--- config.mk ---
export PLATFORM = sky130hd
export DESIGN_NAME = tmr_oc_top
export DESIGN_NICKNAME = d
export VERILOG_FILES = /design/src/hw/tmr_pkg.sv /design/src/hw/cmp_if.sv /design/src/hw/cmp_channel.sv /design/src/hw/tmr_oc_top.sv
export VERILOG_INCLUDE_DIRS = /design/src /design/src/hw
export SDC_FILE = /design/constraint.sdc
export NUM_CORES = 1
export LEC_CHECK = 0
export BUFFER_PORTS_ARGS = -buffer_cell sky130_fd_sc_hd__buf_2
export CAP_MARGIN = 25
export CORE_UTILIZATION = 28
export DETAILED_ROUTE_END_ITERATION = 16
export GPL_ROUTABILITY_DRIVEN = 0
export GPL_TIMING_DRIVEN = 0
export SLEW_MARGIN = 20
export SYNTH_ARGS = -nofsm -noshare
export SYNTH_HDL_FRONTEND = slang
export SYNTH_HIERARCHICAL = 1
export SYNTH_SLANG_ARGS = --single-unit
--- constraint.sdc ---
create_clock -name CLK -period 4.4 [get_ports CLK]
set_clock_uncertainty 0.15 [all_clocks]
set_input_delay 0.88 -clock CLK [delete_from_list [all_inputs] [get_ports CLK]]
set_output_delay 0.88 -clock CLK [all_outputs]
set_load 0.02 [all_outputs]
--- src/hw/tmr_regs.svh ---
// Register map, field positions, reset values and divider counts of the timer.
// Included by bare name; holds definitions only.
`ifndef TMR_REGS_SVH
`define TMR_REGS_SVH

// Byte offsets of the registers on the APB slave.
`define TM_OFS_CTRL 8'h00
`define TM_OFS_IEN 8'h04
`define TM_OFS_IDIS 8'h08
`define TM_OFS_IENA 8'h0c
`define TM_OFS_STAT 8'h10
`define TM_OFS_CH1 8'h14
`define TM_OFS_CH2 8'h18
`define TM_OFS_CNT 8'h1c
`define TM_OFS_CAP 8'h20

// Field positions.
`define TM_CH_LEVEL_BIT 8
`define TM_CH_FORCE_BIT 9
`define TM_IE_CMP 0
`define TM_IE_CAP 1
`define TM_IE_OVF 2
`define TM_FL_CMP1 0
`define TM_FL_CMP2 1
`define TM_FL_CAP 2
`define TM_FL_OVF 3

// Reset values.
`define TM_CTRL_RST 2'h1
`define TM_IEN_RST 3'h0
`define TM_PIN_RST 1'b0

// Terminal counts of the prescaler, one less than the division ratio.
`define TM_TC_DIV2 13'h0001
`define TM_TC_DIV4 13'h0003
`define TM_TC_DIV8 13'h0007
`define TM_TC_DIV8000 13'h1f3f

`endif

--- src/hw/tmr_pkg.sv ---
// Types shared by the timer modules.
// Assumes nothing of its surroundings.
package tmr_pkg;
    // Count clock selection, in the order of the control field encoding.
    typedef enum logic [1:0] {DIV_2, DIV_4, DIV_8, DIV_8000} presc_sel_t;
    // Flag vector: two compare flags, capture, overflow.
    typedef logic [3:0] flags_t;
endpackage : tmr_pkg

--- src/hw/cmp_if.sv ---
// Carrier between the timer core and one compare channel.
// Assumes both ends run on the same clock.
`timescale 1ns/1ns
`default_nettype none
interface cmp_if;
    logic count_step; // Counter moved to a new value this cycle.
    logic [7:0] count; // Current counter value.
    logic [7:0] value; // Programmed compare value.
    logic level; // Level driven on a compare event, 1 = high.
    logic force_pulse; // One-cycle forced compare request.
    logic match; // One-cycle compare match.
    logic pin; // Registered output pin level.
    modport chan(input count_step, count, value, level, force_pulse, output match, pin);
    modport core(output count_step, count, value, level, force_pulse, input match, pin);
endinterface : cmp_if
`default_nettype wire

--- src/hw/cmp_channel.sv ---
// One output compare channel: match detection and the pin it drives.
// Assumes the core gives a one-cycle step with each new counter value.
`timescale 1ns/1ns
`default_nettype none
`include "tmr_regs.svh"
module cmp_channel
    import tmr_pkg::*;
(
    input wire logic clk,
    input wire logic nrst,
    cmp_if.chan ch
);
    logic pin; // Current pin level.
    logic next_pin; // Pin level for the next cycle.
    logic hit; // Counter equals the compare value on a fresh count.

    // A match counts once per counter value.
    assign hit = ch.count_step && (ch.count == ch.value);
    assign ch.match = hit;
    assign ch.pin = pin;

    // Next pin level: a match or a forced compare drives the chosen level.
    always_comb begin
        next_pin = pin;
        if (hit || ch.force_pulse) begin
            next_pin = ch.level;
        end
    end

    // Pin register.
    always_ff @(posedge clk or negedge nrst) begin
        if (!nrst) begin
            pin <= `TM_PIN_RST;
        end else begin
            pin <= next_pin;
        end
    end
endmodule : cmp_channel
`default_nettype wire

--- src/hw/tmr_oc_top.sv ---
// 8-bit timer with two output compare channels, capture, overflow and masking.
// Assumes an APB master on CLK and an asynchronous capture pin; the compare pins are registered on CLK.
//
// How it works
// - One write masks any set of sources.
// - Masked compare source raises no request.
// - Masked capture source raises no request.
// - Masked overflow source raises no request.
// - Masking leaves the flags still being set.
// - Two independent compare channels, separately configured.
// - Forced compare drives the level at once.
// - Low level selected drives pin low.
// - High level selected drives pin high.
// - Every compare match sets its flag; a forced compare sets none.
// - Forced compare ignores the compare value.
// - Sources enable individually or together.
// - Count clock CPU by 2/4/8/8000, 4 at reset.
//
// Local design decisions: the APB interface to the registers and the placing of the registers.
`timescale 1ns/1ns
`default_nettype none
`include "tmr_regs.svh"
module tmr_oc_top
    import tmr_pkg::*;
(
    input wire logic CLK,
    input wire logic NRST,
    input wire logic PSEL,
    input wire logic PENABLE,
    input wire logic PWRITE,
    input wire logic [7:0] PADDR,
    input wire logic [31:0] PWDATA,
    output logic [31:0] PRDATA,
    output logic PREADY,
    output logic PSLVERR,
    input wire logic CAPTURE_PIN,
    output logic COMPARE_CHANNEL_ONE,
    output logic COMPARE_CHANNEL_TWO,
    output logic TIMER_IRQ
);

    ////////////////////////////////////////////////////////////////////////////
    // Declarations.

    presc_sel_t presc_sel; // Count clock selection.
    presc_sel_t next_presc_sel;
    logic [2:0] irq_en; // Source enables: compare, capture, overflow.
    logic [2:0] next_irq_en;
    flags_t flags; // Sticky event flags.
    flags_t next_flags;
    flags_t events; // Events seen this cycle.
    logic [7:0] cmp_value [2]; // Compare value of each channel.
    logic [7:0] next_cmp_value [2];
    logic cmp_level [2]; // Selected level of each channel.
    logic next_cmp_level [2];
    logic force_req [2]; // Forced compare pulse to each channel.
    logic next_force_req [2];
    logic [12:0] presc; // Prescaler count.
    logic [12:0] next_presc;
    logic [12:0] presc_tc; // Terminal count for the selected ratio.
    logic tick; // One-cycle count clock.
    logic [7:0] count; // Free-running counter.
    logic [7:0] next_count;
    logic count_step; // Counter holds a fresh value.
    logic overflow; // Counter wraps this cycle.
    logic [2:0] cap_sync; // Capture pin synchroniser.
    logic cap_level; // Filtered capture pin level.
    logic next_cap_level;
    logic cap_event; // Rising edge of the filtered level.
    logic [7:0] cap_value; // Counter value at the last capture.
    logic [7:0] next_cap_value;
    logic [31:0] rdata; // Read data held for the access phase.
    logic [31:0] next_rdata;
    logic irq; // Registered request.
    logic next_irq;
    logic wr_access; // Write takes effect this edge.
    logic setup_rd; // Read setup cycle.
    flags_t enabled_flags; // Flags whose source is enabled, seen by the request check.

    cmp_if chan_bus [2] (); // Links to the two compare channels.

    ////////////////////////////////////////////////////////////////////////////
    // Helpers.

    // True when an address names a mapped register.
    function automatic logic addr_mapped(input logic [7:0] a);
        unique case (a)
            `TM_OFS_CTRL, `TM_OFS_IEN, `TM_OFS_IDIS, `TM_OFS_IENA, `TM_OFS_STAT,
            `TM_OFS_CH1, `TM_OFS_CH2, `TM_OFS_CNT, `TM_OFS_CAP: addr_mapped = 1'b1;
            default: addr_mapped = 1'b0;
        endcase
    endfunction : addr_mapped

    // True when a write access targets the given register.
    function automatic logic wr_hit(input logic [7:0] ofs);
        wr_hit = wr_access && (PADDR == ofs);
    endfunction : wr_hit

    ////////////////////////////////////////////////////////////////////////////
    // APB handshake: zero wait states, error on unmapped addresses.

    assign PREADY = 1'b1;
    assign PSLVERR = PSEL && PENABLE && !addr_mapped(PADDR);
    assign wr_access = PSEL && PENABLE && PWRITE && addr_mapped(PADDR);
    assign setup_rd = PSEL && !PENABLE && !PWRITE;
    assign PRDATA = rdata;

    // Read data is captured in the setup cycle and stands through the access.
    always_comb begin
        next_rdata = rdata;
        if (setup_rd) begin
            unique case (PADDR)
                `TM_OFS_CTRL: next_rdata = {30'h0, presc_sel};
                `TM_OFS_IEN: next_rdata = {29'h0, irq_en};
                `TM_OFS_STAT: next_rdata = {28'h0, flags};
                `TM_OFS_CH1: next_rdata = {23'h0, cmp_level[0], cmp_value[0]};
                `TM_OFS_CH2: next_rdata = {23'h0, cmp_level[1], cmp_value[1]};
                `TM_OFS_CNT: next_rdata = {24'h0, count};
                `TM_OFS_CAP: next_rdata = {24'h0, cap_value};
                default: next_rdata = 32'h0;
            endcase
        end
    end

    // Read data register.
    always_ff @(posedge CLK or negedge NRST) begin
        if (!NRST) begin
            rdata <= 32'h0;
        end else begin
            rdata <= next_rdata;
        end
    end

    ////////////////////////////////////////////////////////////////////////////
    // Configuration registers.

    // Control, enables and channel set-up follow software writes.
    always_comb begin
        next_presc_sel = presc_sel;
        next_irq_en = irq_en;
        if (wr_hit(`TM_OFS_CTRL)) begin
            next_presc_sel = presc_sel_t'(PWDATA[1:0]);
        end
        if (wr_hit(`TM_OFS_IEN)) begin
            next_irq_en = PWDATA[2:0];
        end
        if (wr_hit(`TM_OFS_IDIS)) begin
            next_irq_en = irq_en & ~PWDATA[2:0];
        end
        if (wr_hit(`TM_OFS_IENA)) begin
            next_irq_en = irq_en | PWDATA[2:0];
        end
        for (int i = 0; i < 2; i++) begin
            next_cmp_value[i] = cmp_value[i];
            next_cmp_level[i] = cmp_level[i];
            next_force_req[i] = 1'b0;
            if (wr_hit(i == 0 ? `TM_OFS_CH1 : `TM_OFS_CH2)) begin
                next_cmp_value[i] = PWDATA[7:0];
                next_cmp_level[i] = PWDATA[`TM_CH_LEVEL_BIT];
                next_force_req[i] = PWDATA[`TM_CH_FORCE_BIT];
            end
        end
    end

    // Configuration register bank.
    always_ff @(posedge CLK or negedge NRST) begin
        if (!NRST) begin
            presc_sel <= presc_sel_t'(`TM_CTRL_RST);
            irq_en <= `TM_IEN_RST;
            for (int i = 0; i < 2; i++) begin
                cmp_value[i] <= 8'h00;
                cmp_level[i] <= 1'b0;
                force_req[i] <= 1'b0;
            end
        end else begin
            presc_sel <= next_presc_sel;
            irq_en <= next_irq_en;
            for (int i = 0; i < 2; i++) begin
                cmp_value[i] <= next_cmp_value[i];
                cmp_level[i] <= next_cmp_level[i];
                force_req[i] <= next_force_req[i];
            end
        end
    end

    ////////////////////////////////////////////////////////////////////////////
    // Prescaler and free-running counter.

    // Terminal count of the selected division ratio.
    always_comb begin
        unique case (presc_sel)
            DIV_2: presc_tc = `TM_TC_DIV2;
            DIV_4: presc_tc = `TM_TC_DIV4;
            DIV_8: presc_tc = `TM_TC_DIV8;
            DIV_8000: presc_tc = `TM_TC_DIV8000;
        endcase
    end

    // A ratio change may shorten the period once; the count then wraps at once.
    assign tick = (presc >= presc_tc);
    assign overflow = tick && (count == 8'hff);

    // Next prescaler and counter values.
    always_comb begin
        next_presc = tick ? 13'h0000 : presc + 13'h0001;
        next_count = tick ? count + 8'h01 : count;
    end

    // Prescaler, counter and the step marker that follows each tick.
    always_ff @(posedge CLK or negedge NRST) begin
        if (!NRST) begin
            presc <= 13'h0000;
            count <= 8'h00;
            count_step <= 1'b0;
        end else begin
            presc <= next_presc;
            count <= next_count;
            count_step <= tick;
        end
    end

    ////////////////////////////////////////////////////////////////////////////
    // Capture input: three flops, a change counts once the last two agree.

    assign next_cap_level = (cap_sync[1] == cap_sync[2]) ? cap_sync[2] : cap_level;
    assign cap_event = next_cap_level && !cap_level;
    assign next_cap_value = cap_event ? count : cap_value;

    // Synchroniser, filtered level and captured value.
    always_ff @(posedge CLK or negedge NRST) begin
        if (!NRST) begin
            cap_sync <= 3'h0;
            cap_level <= 1'b0;
            cap_value <= 8'h00;
        end else begin
            cap_sync <= {cap_sync[1:0], CAPTURE_PIN};
            cap_level <= next_cap_level;
            cap_value <= next_cap_value;
        end
    end

    ////////////////////////////////////////////////////////////////////////////
    // Compare channels.

    for (genvar g = 0; g < 2; g++) begin : g_chan
        assign chan_bus[g].count_step = count_step;
        assign chan_bus[g].count = count;
        assign chan_bus[g].value = cmp_value[g];
        assign chan_bus[g].level = cmp_level[g];
        assign chan_bus[g].force_pulse = force_req[g];
        assign events[g] = chan_bus[g].match;
        // Each channel runs on its own value and level.
        cmp_channel u_chan (
            .clk(CLK),
            .nrst(NRST),
            .ch(chan_bus[g])
        );
    end

    assign COMPARE_CHANNEL_ONE = chan_bus[0].pin;
    assign COMPARE_CHANNEL_TWO = chan_bus[1].pin;
    assign events[`TM_FL_CAP] = cap_event;
    assign events[`TM_FL_OVF] = overflow;

    ////////////////////////////////////////////////////////////////////////////
    // Flags and the shared request.

    // Flags set on events regardless of enables; write one to clear, set wins.
    always_comb begin
        next_flags = flags;
        if (wr_hit(`TM_OFS_STAT)) begin
            next_flags = flags & ~PWDATA[3:0];
        end
        next_flags = next_flags | events;
        next_irq = ((flags[`TM_FL_CMP1] || flags[`TM_FL_CMP2]) && irq_en[`TM_IE_CMP])
            || (flags[`TM_FL_CAP] && irq_en[`TM_IE_CAP])
            || (flags[`TM_FL_OVF] && irq_en[`TM_IE_OVF]);
    end

    // Flag and request registers.
    always_ff @(posedge CLK or negedge NRST) begin
        if (!NRST) begin
            flags <= 4'h0;
            irq <= 1'b0;
        end else begin
            flags <= next_flags;
            irq <= next_irq;
        end
    end

    assign TIMER_IRQ = irq;

    ////////////////////////////////////////////////////////////////////////////
    // Checks.

    // Each flag paired with the enable of its source, compare enable used twice.
    assign enabled_flags = flags & {irq_en[`TM_IE_OVF], irq_en[`TM_IE_CAP],
        irq_en[`TM_IE_CMP], irq_en[`TM_IE_CMP]};
endmodule : tmr_oc_top
`default_nettype wire

==> impl_metrics.csv, run 1 <==
group,metric,value,unit
power_and_ir_drop,power.ir.vdd_worst,0.203,mV
worst_setup_path,crit_type,"input pin to output pin",
die,die_area,15000,um2
global_route,track_usage,13.2,%
clock_network,postCtsSetupRepairBufs,0,
logic_synthesis,yosysSeqAreaShare,46.2,%
worst_setup_path,worstPathMaxFanout,10,
logic_synthesis,synth_cell_types,52,
logic_synthesis,syn_area,4070,um2
timing,finalCriticalPeriod,3100,ps
timing,slew_headroom,38.5,%
final_layout,area_growth,19.8,%
clock_network,clkLatencyLatePin,330,ps
global_route,antenna_found_initial,1,
power_and_ir_drop,power_density,420,nW/um2
global_route,grt_max_degree,60,
die,core-area,14000,um2
worst_setup_path,crit_arrival,2070,ps
power_and_ir_drop,p_leak,2.49,nW
clock_network,cts_hold_buf,0,
worst_hold_path,holdCritPathClass,"register to register",
worst_setup_path,rr_startpoint,"presc_sel[0]",
worst_setup_path,r2r_slack,1550,ps
worst_setup_path,r2r_end,"chan_bus[0].count[1]",
timing,final_max_slew_viol_count,0,
timing,finalSetupViolCount,0,
worst_setup_path,crit_path_frequent_cell,"buf_2",
clock_network,clockBufferDepth,2,
die,fp.dieH,123,um
clock_network,cts_max_level,3,
worst_hold_path,holdPathEnd,"cap_sync[1]",
logic_synthesis,synth_top_area_cell,"dfrtp_1",
detailed_routing,routed_wl,9150,um
logic_synthesis,yosys_warnings,6,
timing,post-route-period-util,70.5,%
detailed_routing,vias_per_cell,4.67,
timing,worst_pin_slew,917,ps
worst_setup_path,critPathMaxStageDelay,440,ps
die,io_pins,83,
die,rows,43,
run,cap_violations,0,
worst_hold_path,hold_start,"cap_sync[0]",
worst_setup_path,startpoint_type,"input pin",
timing,final_hold_viol_count,0,
clock_network,cts_tree,"done",
clock_network,cts.sinks,75,
worst_setup_path,critPathSlowestCell,"clkbuf_1",
logic_synthesis,ys_ff_latch,75,
placement,io_buffers,35,
logic_synthesis,synth_edf_count,0,
final_layout,fin_nets,499,
detailed_routing,dr.pass1.iters,4,
logic_synthesis,synthDominantCellAreaShare,45.5,%
clock_network,cts.repair.resized,0,
logic_synthesis,syn-instance-count,372,
detailed_routing,antenna_left,0,
clock_network,cts.reportedPaths.clkPinSlew,50,ps
timing,setup_tns,0,ps
logic_synthesis,netlist_top_cells_area,"dfrtp_1 46%, xor2_1 6.5%, mux2_2 5.3%",
global_route,grt_pass1_wl,15100,um
final_layout,fillers,1445,
detailed_routing,drtIter0Drc,166,
placement,dp.final_hpwl,6820,um
die,initial_core_util,29.0,%
logic_synthesis,avgSynthCellArea,10.9,um2
worst_setup_path,crit_path_end_kind,"output pin",
worst_setup_path,r2r_cells,7,
logic_synthesis,async_flop_share,100,%
logic_synthesis,synthFlopType,"dfrtp_1",
detailed_routing,wl_per_cell,14.6,um
final_layout,final_area,4870,um2
clock_network,cts-root-buf,"clkbuf_16",
detailed_routing,vias,2927,
final_layout,layout-drive-gt1-share,26.5,%
worst_setup_path,critPathRequiredTime,3370,ps
global_route,overflow,0,
status,outcome,"completed",
timing,rsz0062_at_grt,"false",
die,die_x,123,um
detailed_routing,drcViolationCount,0,
timing,fmax,0.323,GHz
global_route,grt_pass1_vias,2921,
placement,placed_area,4580,um2
worst_setup_path,cp_cell_sequence,"buf_2 -> clkbuf_1 -> inv_1 -> o21ai_0 -> and3_1 -> buf_2",
clock_network,cts_buffers,9,
worst_hold_path,hold_depth,0,
## sequential cells by signal, summed over array words and instances (netlist names), 3 cells and up
name,count
irq_en,3
chan_bus.value,16
presc,13
cap_sync,3
flags,4
PRDATA,9
chan_bus.count,8
cap_value,8
## how the worst max path moves through the flow
stage,from,endpoint,slack (ps),depth (start not counted)
global route,PADDR[5],PSLVERR,1160,6
global placement,PADDR[5],PSLVERR,1330,6
floorplan,PADDR[5],PSLVERR,1650,4
CTS,PADDR[5],PSLVERR,1310,6
finish,PADDR[5],PSLVERR,1300,6
detailed placement,PADDR[5],PSLVERR,1310,6
## synthesized netlist by cell type (all sizes together), types with 3 or more instances
cell,count
xnor2,4
buf,28
mux2i,10
clkbuf,5
nor3,7
dfrtp,74
o21ai,22
a32o,3
nand3,22
a21oi,8
ha,12
nor2,26
and3,10
a22o,3
xor2,30
and4,3
a31oi,3
nand2,30
inv,4
a22oi,5
nor4,7
mux2,30
## worst max-delay path, delay by kind of cell
family,cells,cell delay (ps)
buf+inv,4,800
simple gates,1,180
compound gates,1,220
## routing by layer
metal	global-route usage, %	part of all wire (%)	vias to the layer above
li1	-	-	1423
met1	17.2	46	1420
met2	21.2	47	75
met3	3.67	5.9	9
met4	4.12	1.0	0
met5	0	0	-
## layout make-up
cell class	count	area (um2)	area share, %
Multi-Input combinational cell	281	2030	41.6
Sequential cell	75	1880	38.5
Clock buffer	14	254	5.21
Buffer	33	225	4.62
Tap cell	180	225	4.62
Timing Repair Buffer	36	205	4.21
Clock inverter	2	35.0	0.719
Inverter	5	18.8	0.385
Antenna cell	1	2.50	0.0514
## metrics by stage
stage	total power, W	hold WS, ps	cells	util (%)	worst slack (ps)
3_3_place_gp	0.00132	187	609	32.4	1330
5_1_grt	0.00217	208	626	34.7	1160
6_report	0.00205	199	627	34.7	1300
2_1_floorplan	0.00120	181	394	-	1650
4_1_cts	0.00207	205	626	34.7	1310
3_5_place_dp	0.00134	192	610	32.6	1310
## cell families (layout without fill, tap and decap cells)
kind of cell	count (synthesis)	count (layout)	synth area share (%)
buf+inv	38	90	6.00
flops	75	75	46.2
fa+ha+maj	13	13	3.94
xor+xnor	34	34	7.32
mux	41	41	12.3
simple gates	115	115	15.1
compound gates	54	54	8.92
other cells	2	25	0.185
## power breakdown
part           internal, W  total, W  switching (W)
combinational     0.000188  0.000424       0.000236
clock             0.000454  0.000715       0.000261
sequential        0.000779  0.000907       0.000128
total              0.00142   0.00205       0.000625
## placed cells by master (no fill, tap or decap), types with 4 or more instances in the layout
cell type | Yosys | final
ha_1 | 12 | 12
inv_1 | 4 | 4
nand3_1 | 22 | 22
buf_4 | 24 | 25
a22oi_1 | 5 | 5
buf_2 | 3 | 37
dfrtp_1 | 74 | 74
nand2_1 | 30 | 30
clkbuf_1 | 5 | 9
and3_1 | 10 | 10
mux2i_1 | 10 | 10
conb_1 | 2 | 24
mux2_4 | 11 | 11
xnor2_1 | 4 | 4
clkbuf_16 | 0 | 9
nor3_1 | 6 | 6
mux2_2 | 19 | 19
o21ai_0 | 21 | 21
xor2_1 | 30 | 30
a21oi_1 | 8 | 8
nor2_1 | 26 | 26
No activity file was read; power rests on OpenSTA's default activity.
==> run 2, diff against run 1 <==
--- a/config.mk
+++ b/config.mk
@@ -6,6 +6,7 @@
 export SDC_FILE = /design/constraint.sdc
 export NUM_CORES = 1
 export LEC_CHECK = 0
+export ABC_AREA = 1
 export BUFFER_PORTS_ARGS = -buffer_cell sky130_fd_sc_hd__buf_2
 export CAP_MARGIN = 25
 export CORE_UTILIZATION = 28
==> constraint.sdc (replaced) <==
create_clock -name CLK -period 3.23 [get_ports CLK]
set_clock_uncertainty 0.15 [all_clocks]
set_input_delay 0.646 -clock CLK [delete_from_list [all_inputs] [get_ports CLK]]
set_output_delay 0.646 -clock CLK [all_outputs]
set_load 0.02 [all_outputs]
==> impl_metrics.csv, run 2 <==
group,metric,value,unit
worst_setup_path,startpoint_type,"input pin",
worst_setup_path,rr_startpoint,"presc_sel[0]",
logic_synthesis,synth_top_family_by_area,"simple AND/OR/NAND/NOR gates",
worst_setup_path,cp_cell_sequence,"buf_2 -> inv_2 -> nand2_2 -> nor2_4 -> nand2_2 -> nand2_2 -> nor2_4 -> nand2_4 -> buf_6 -> nor2_1 -> buf_2",
die,die_area,16100,um2
worst_setup_path,crit_type,"input pin to output pin",
logic_synthesis,synthMuxAreaShare,1.03,%
logic_synthesis,synth_edf_count,0,
detailed_routing,vias,3574,
run,cap_violations,0,
worst_setup_path,r2r_slack,780,ps
power_and_ir_drop,p_sw,0.000495,W
global_route,overflow,0,
placement,io_buffers,36,
detailed_routing,drcViolationCount,0,
final_layout,mostFrequentLayoutCell,"nand2_1",
final_layout,register_area,1880,um2
final_layout,area_growth,20.2,%
placement,dp.final_hpwl,7550,um
power_and_ir_drop,intPower,0.00171,W
logic_synthesis,ys_ff_latch,75,
clock_network,postCtsSetupRepairBufs,0,
detailed_routing,vias_per_cell,4.24,
global_route,grt_pass1_wl,16800,um
worst_setup_path,critical_path.endpoint,"PSLVERR",
logic_synthesis,synthSimpleGateAreaFrac,27.2,%
final_layout,layout-drive-gt1-share,20.4,%
clock_network,cts.sinks,75,
timing,fmax,0.384,GHz
power_and_ir_drop,p_seq_share,43.0,%
timing,rsz0062_at_grt,"false",
final_layout,multi_input_area,2000,um2
logic_synthesis,synth_fa_ha_area_share,3.66,%
final_layout,fillers,1643,
logic_synthesis,avgSynthCellArea,7.86,um2
worst_setup_path,crit_arrival,1810,ps
timing,finalCriticalPeriod,2600,ps
clock_network,clockBufferDepth,2,
power_and_ir_drop,power.ir.vdd_worst,0.246,mV
logic_synthesis,synth_compound_area_share,9.95,%
timing,final_max_slew_viol_count,0,
die,initial_core_util,28.7,%
global_route,grt_max_degree,47,
final_layout,fin_nets,685,
timing,worst_pin_slew,937,ps
final_layout,diodes,0,
clock_network,cts.repair.resized,0,
detailed_routing,drtIter0Drc,204,
timing,setup_tns,0,ps
detailed_routing,routed_wl,9850,um
global_route,antenna_found_initial,0,
die,io_pins,83,
logic_synthesis,post-synth-top-count-cell,"nand2_1",
logic_synthesis,syn-instance-count,557,
logic_synthesis,syn_area,4380,um2
clock_network,cts-root-buf,"clkbuf_16",
logic_synthesis,async_flop_share,100,%
power_and_ir_drop,power_density,419,nW/um2
logic_synthesis,synth_top_area_cell,"dfrtp_1",
die,rows,45,
logic_synthesis,netlist_top_cells_area,"dfrtp_1 42%, nand2_1 13%, inv_1 7.1%",
clock_network,cts_max_level,3,
timing,layout_setup_ws,626,ps
worst_setup_path,critPathRequiredTime,2430,ps
worst_setup_path,cp-startpoint,"PADDR[5]",
global_route,track_usage,13.4,%
logic_synthesis,yosys_warnings,6,
final_layout,largest_register_ffs,16,
logic_synthesis,synth_cell_types,37,
worst_setup_path,critPathMaxStageDelay,180,ps
placement,dp_slack,621,ps
timing,finalSetupViolCount,0,
clock_network,cts_buffers,9,
final_layout,instances_no_fill,843,
worst_setup_path,r2r_end,"chan_bus[0].count[1]",
logic_synthesis,yosysSeqAreaShare,42.9,%
die,core-area,15300,um2
die,die_x,127,um
logic_synthesis,synthFlopType,"dfrtp_1",
timing,slew_headroom,37.0,%
worst_setup_path,critPathSlowestCell,"nand2_2",
clock_network,cts_tree,"done",
clock_network,cts.reportedPaths.clkPinSlew,60,ps
clock_network,cts_hold_buf,0,
global_route,grt_pass1_vias,3339,
worst_setup_path,r2r_cells,11,
logic_synthesis,synthXorXnorAreaFrac,1.80,%
timing,post-route-period-util,80.6,%
status,outcome,"completed",
worst_hold_path,holdCritPathClass,"input pin to asynchronous set/reset pin",
placement,dp_cells,827,
worst_setup_path,worstPathMaxFanout,10,
power_and_ir_drop,clkPwrFrac,50.4,%
power_and_ir_drop,p_comb_share,6.6,%
detailed_routing,dr.pass1.iters,4,
logic_synthesis,synthDominantCellAreaShare,42.3,%
die,fp.dieH,127,um
logic_synthesis,synth_common_cells,"151 x nand2_1, 83 x inv_1, 74 x dfrtp_1, 36 x o21ai_0, 29 x nor2_1",
power_and_ir_drop,p_leak,2.74,nW
final_layout,layout_common_cells,"151 x nand2_1, 83 x inv_1, 74 x dfrtp_1",
clock_network,clkLatencyLatePin,340,ps
worst_setup_path,crit_path_end_kind,"output pin",
power_and_ir_drop,switching_share,22.4,%
worst_setup_path,crit_path_frequent_cell,"nand2_2",
timing,final_hold_viol_count,0,
detailed_routing,antenna_left,0,
detailed_routing,wl_per_cell,11.7,um
run 2: logic make-up (layout without fill, tap and decap cells):
logic type / after synthesis / after routing
and+or+nand+nor: 254 / 254
buffers and inverters: 124 / 177
AOI/OAI and AO/OA: 76 / 76
DFF: 75 / 75
adders and majority gates: 13 / 13
xor gates and xnor gates: 9 / 9
muxes: 4 / 4
other: 2 / 24
run 2: per-stage QoR:
step | total power, W | area (um2) | utilization, % | hold slack (ps)
CTS | 0.00223 | 5260 | 34.5 | 98.9
floorplan | 0.00106 | 4460 | - | 181
global route | 0.00229 | 5260 | 34.5 | 114
detailed placement | 0.00111 | 4930 | 32.3 | 192
global placement | 0.00111 | 4900 | 32.1 | 195
finish | 0.00221 | 5260 | 34.5 | 88.3
run 2: final cells by class:
type	count	share of cell area (%)
buffer	33	4.59
clock inverter	4	1.38
tap	211	5.02
timing repair buffer	37	3.99
clock buffer	12	4.87
sequential	75	35.7
inverter	91	6.49
multi-input combinational	380	38.0
run 2: worst min path at each step:
stage                start              endpoint  slack (ps)  cells after the start
3_5_place_dp   cap_sync[0]           cap_sync[1]         190                      0
4_1_cts               NRST              presc[2]         100                      1
5_1_grt               NRST  chan_bus[0].count[0]         110                      1
3_3_place_gp   cap_sync[0]           cap_sync[1]         190                      0
2_1_floorplan  cap_sync[0]           cap_sync[1]         180                      0
6_report              NRST              presc[2]          90                      1
run 2: power by group through the flow:
stage | Combinational, W | Sequential, W | Clock, W
floorplan | 0.0000892 | 0.000967 | 0
global placement | 0.000141 | 0.000966 | 0
detailed placement | 0.000146 | 0.000967 | 0
CTS | 0.000146 | 0.000949 | 0.00113
global route | 0.000162 | 0.000950 | 0.00118
finish | 0.000145 | 0.000949 | 0.00111
run 2: per-layer routing:
layer	global-route usage (%)	vias up	wire length, um
li1	-	1864	-
met1	18.8	1628	4940
met2	20.6	73	4380
met3	3.43	9	451
met4	3.15	0	85
met5	0	-	0
run 2: worst max-delay path: cells and delay by family:
family        cells  cell delay (ps)
buf+inv           4              440
simple gates      7              700
==> run 3, diff against run 2 <==
--- a/config.mk
+++ b/config.mk
@@ -6,7 +6,7 @@
 export SDC_FILE = /design/constraint.sdc
 export NUM_CORES = 1
 export LEC_CHECK = 0
-export ABC_AREA = 1
+export ABC_AREA = 0
 export BUFFER_PORTS_ARGS = -buffer_cell sky130_fd_sc_hd__buf_2
 export CAP_MARGIN = 25
 export CORE_UTILIZATION = 28
==> constraint.sdc (replaced) <==
create_clock -name CLK -period 2.2 [get_ports CLK]
set_clock_uncertainty 0.15 [all_clocks]
set_input_delay 0.44 -clock CLK [delete_from_list [all_inputs] [get_ports CLK]]
set_output_delay 0.44 -clock CLK [all_outputs]
set_load 0.02 [all_outputs]
==> impl_metrics.csv, run 3 (same netlist as run 1, synthesis figures left out) <==
group,metric,value,unit
clock_network,cts-root-buf,"clkbuf_16",
global_route,overflow,0,
placement,io_buffers,35,
worst_setup_path,crit_type,"register to register",
power_and_ir_drop,p_seq_share,41.1,%
global_route,grt_max_degree,41,
worst_setup_path,r2r_end,"chan_bus[0].count[5]",
worst_setup_path,startpoint_type,"register",
global_route,grt-busiest-layer,"met2",
power_and_ir_drop,clkPwrFrac,33.0,%
global_route,antenna_found_initial,0,
detailed_routing,wl_per_cell,15.2,um
power_and_ir_drop,p_sw,0.00140,W
detailed_routing,routed_wl,9660,um
global_route,met1_usage,18.2,%
timing,finalSetupViolCount,9,
power_and_ir_drop,switching_share,31.9,%
status,failed_checks,"negative setup slack",
detailed_routing,antenna_left,0,
clock_network,cts_buffers,9,
die,fp.dieH,123,um
final_layout,area_growth,25.8,%
timing,final_max_slew_viol_count,0,
worst_hold_path,holdPathEnd,"cap_sync[0]",
final_layout,layout_common_cells,"74 x dfrtp_1, 36 x buf_2, 33 x buf_4",
final_layout,diodes,0,
clock_network,cts.reportedPaths.clkPinSlew,50,ps
worst_setup_path,crit_buf_inv,3,
final_layout,mostFrequentLayoutCell,"dfrtp_1",
worst_setup_path,critPathRequiredTime,2260,ps
power_and_ir_drop,p_leak,2.56,nW
power_and_ir_drop,intPower,0.00300,W
power_and_ir_drop,power.ir.vdd_worst,0.400,mV
timing,final_hold_viol_count,0,
worst_setup_path,rr_startpoint,"presc_sel[0]",
final_layout,layout-drive-gt1-share,33.3,%
worst_hold_path,hold_start,"CAPTURE_PIN",
timing,fmax,0.435,GHz
worst_setup_path,crit_path_end_kind,"register",
worst_setup_path,r2r_slack,-100,ps
global_route,track_usage,13.9,%
detailed_routing,drcViolationCount,0,
clock_network,clkLatencyLatePin,340,ps
global_route,grt_use_met2,21.7,%
worst_hold_path,holdCritPathClass,"input pin to register",
worst_hold_path,hold_depth,1,
die,rows,43,
worst_setup_path,critPathSlowestCell,"dfstp_2",
status,outcome,"finished with violations",
detailed_routing,drtIter0Drc,159,
worst_setup_path,cp_top_family,"flip-flops",
global_route,grt_pass1_vias,2947,
worst_setup_path,worstPathMaxFanout,8,
worst_setup_path,crit_arrival,2350,ps
timing,slew_headroom,62.9,%
power_and_ir_drop,p_comb_share,25.9,%
detailed_routing,vias,2995,
timing,layout_setup_ws,-97.2,ps
die,io_pins,83,
die,initial_core_util,29.0,%
worst_setup_path,critPathMaxStageDelay,580,ps
clock_network,clockBufferDepth,2,
worst_setup_path,r2r_cells,8,
detailed_routing,vias_per_cell,4.70,
placement,dp.final_hpwl,6710,um
detailed_routing,dr.pass1.iters,4,
die,die_x,123,um
final_layout,largest_register_ffs,16,
clock_network,cts.sinks,75,
timing,finalCriticalPeriod,2300,ps
timing,worst_pin_slew,555,ps
final_layout,fin_nets,510,
worst_setup_path,cp_cell_sequence,"nand2_8 -> ha_4 -> buf_4 -> a2111oi_4 -> buf_4 -> buf_6 -> a21oi_2 -> xor2_1",
timing,post-route-period-util,104,%
worst_setup_path,crit_path_frequent_cell,"buf_4",
global_route,grt_pass1_wl,15600,um
power_and_ir_drop,p_total,0.00440,W
die,core-area,14000,um2
clock_network,cts_max_level,3,
run,cap_violations,0,
global_route,met3_usage,3.81,%
timing,rsz0062_at_grt,"true",
die,die_area,15000,um2
power_and_ir_drop,power_density,860,nW/um2
timing,setup_tns,-673,ps
clock_network,cts_tree,"done",
==> run 3: cell count changes in the layout (fill, tap and decap cells not counted), sizes merged, moves of 10 or more <==
cell,delta
nand4,-12
nor2,-15
nand2,-133
mux2i,+10
xor2,+21
mux2,+26
inv,-87
o21ai,-21
==> run 3: metal layers <==
metal / wire, um / share of wire (%)
met5: 0 / 0
met4: 137 / 1.4
met3: 549 / 5.7
met2: 4480 / 46
met1: 4500 / 47
==> run 3: how the worst max path moves through the flow <==
stage                                end  slack, ps  cells past startpoint          from
floorplan           chan_bus[0].count[1]        -30                      7  presc_sel[0]
global placement    chan_bus[1].value[0]       -290                      5      PADDR[1]
detailed placement  chan_bus[1].value[4]       -320                      5      PADDR[1]
CTS                 chan_bus[0].count[5]       -140                      9  presc_sel[0]
global route        chan_bus[0].count[4]       -180                      9  presc_sel[0]
finish              chan_bus[0].count[5]       -100                      8  presc_sel[0]
==> run 3: timing repair <==
action	CTS	global route
hold endpoints to repair	34	0
gates resized for setup	23	1
setup buffers	8	1
pin swaps	20	5
setup endpoints to repair	23	31
hold buffers	1	0
cloned	1	0
==> run 3: final cells by class <==
type                            count  area [um2]
Inverter                            5        18.8
Multi-Input combinational cell    281        2180
Buffer                             33         233
Timing Repair Buffer               47         290
Sequential cell                    75        1880
Clock buffer                       10         229
Clock inverter                      6        66.3
Fill cell                        1398        8920
Tap cell                          180         225
==> run 3: through the flow <==
step                      hold slack (ps)  worst slack [ps]  util [%]  area, um2  instances
after CTS                            47.5              -137      36.3       5100        636
after global placement                186              -292      32.7       4600        609
after detailed placement              185              -320      32.9       4620        610
after floorplan                     -5.59             -27.7         -       4200        394
final                                60.7             -97.2      36.4       5120        637
after global routing                 44.0              -182      36.4       5120        637
==> run 3: power by group through the flow <==
stage | Clock (W) | Sequential [W] | Combinational, W
after floorplan | 0 | 0.00175 | 0.000680
after global placement | 0 | 0.00182 | 0.000857
after detailed placement | 0 | 0.00183 | 0.000897
after CTS | 0.00149 | 0.00181 | 0.00113
after global routing | 0.00155 | 0.00184 | 0.00126
final | 0.00145 | 0.00181 | 0.00114
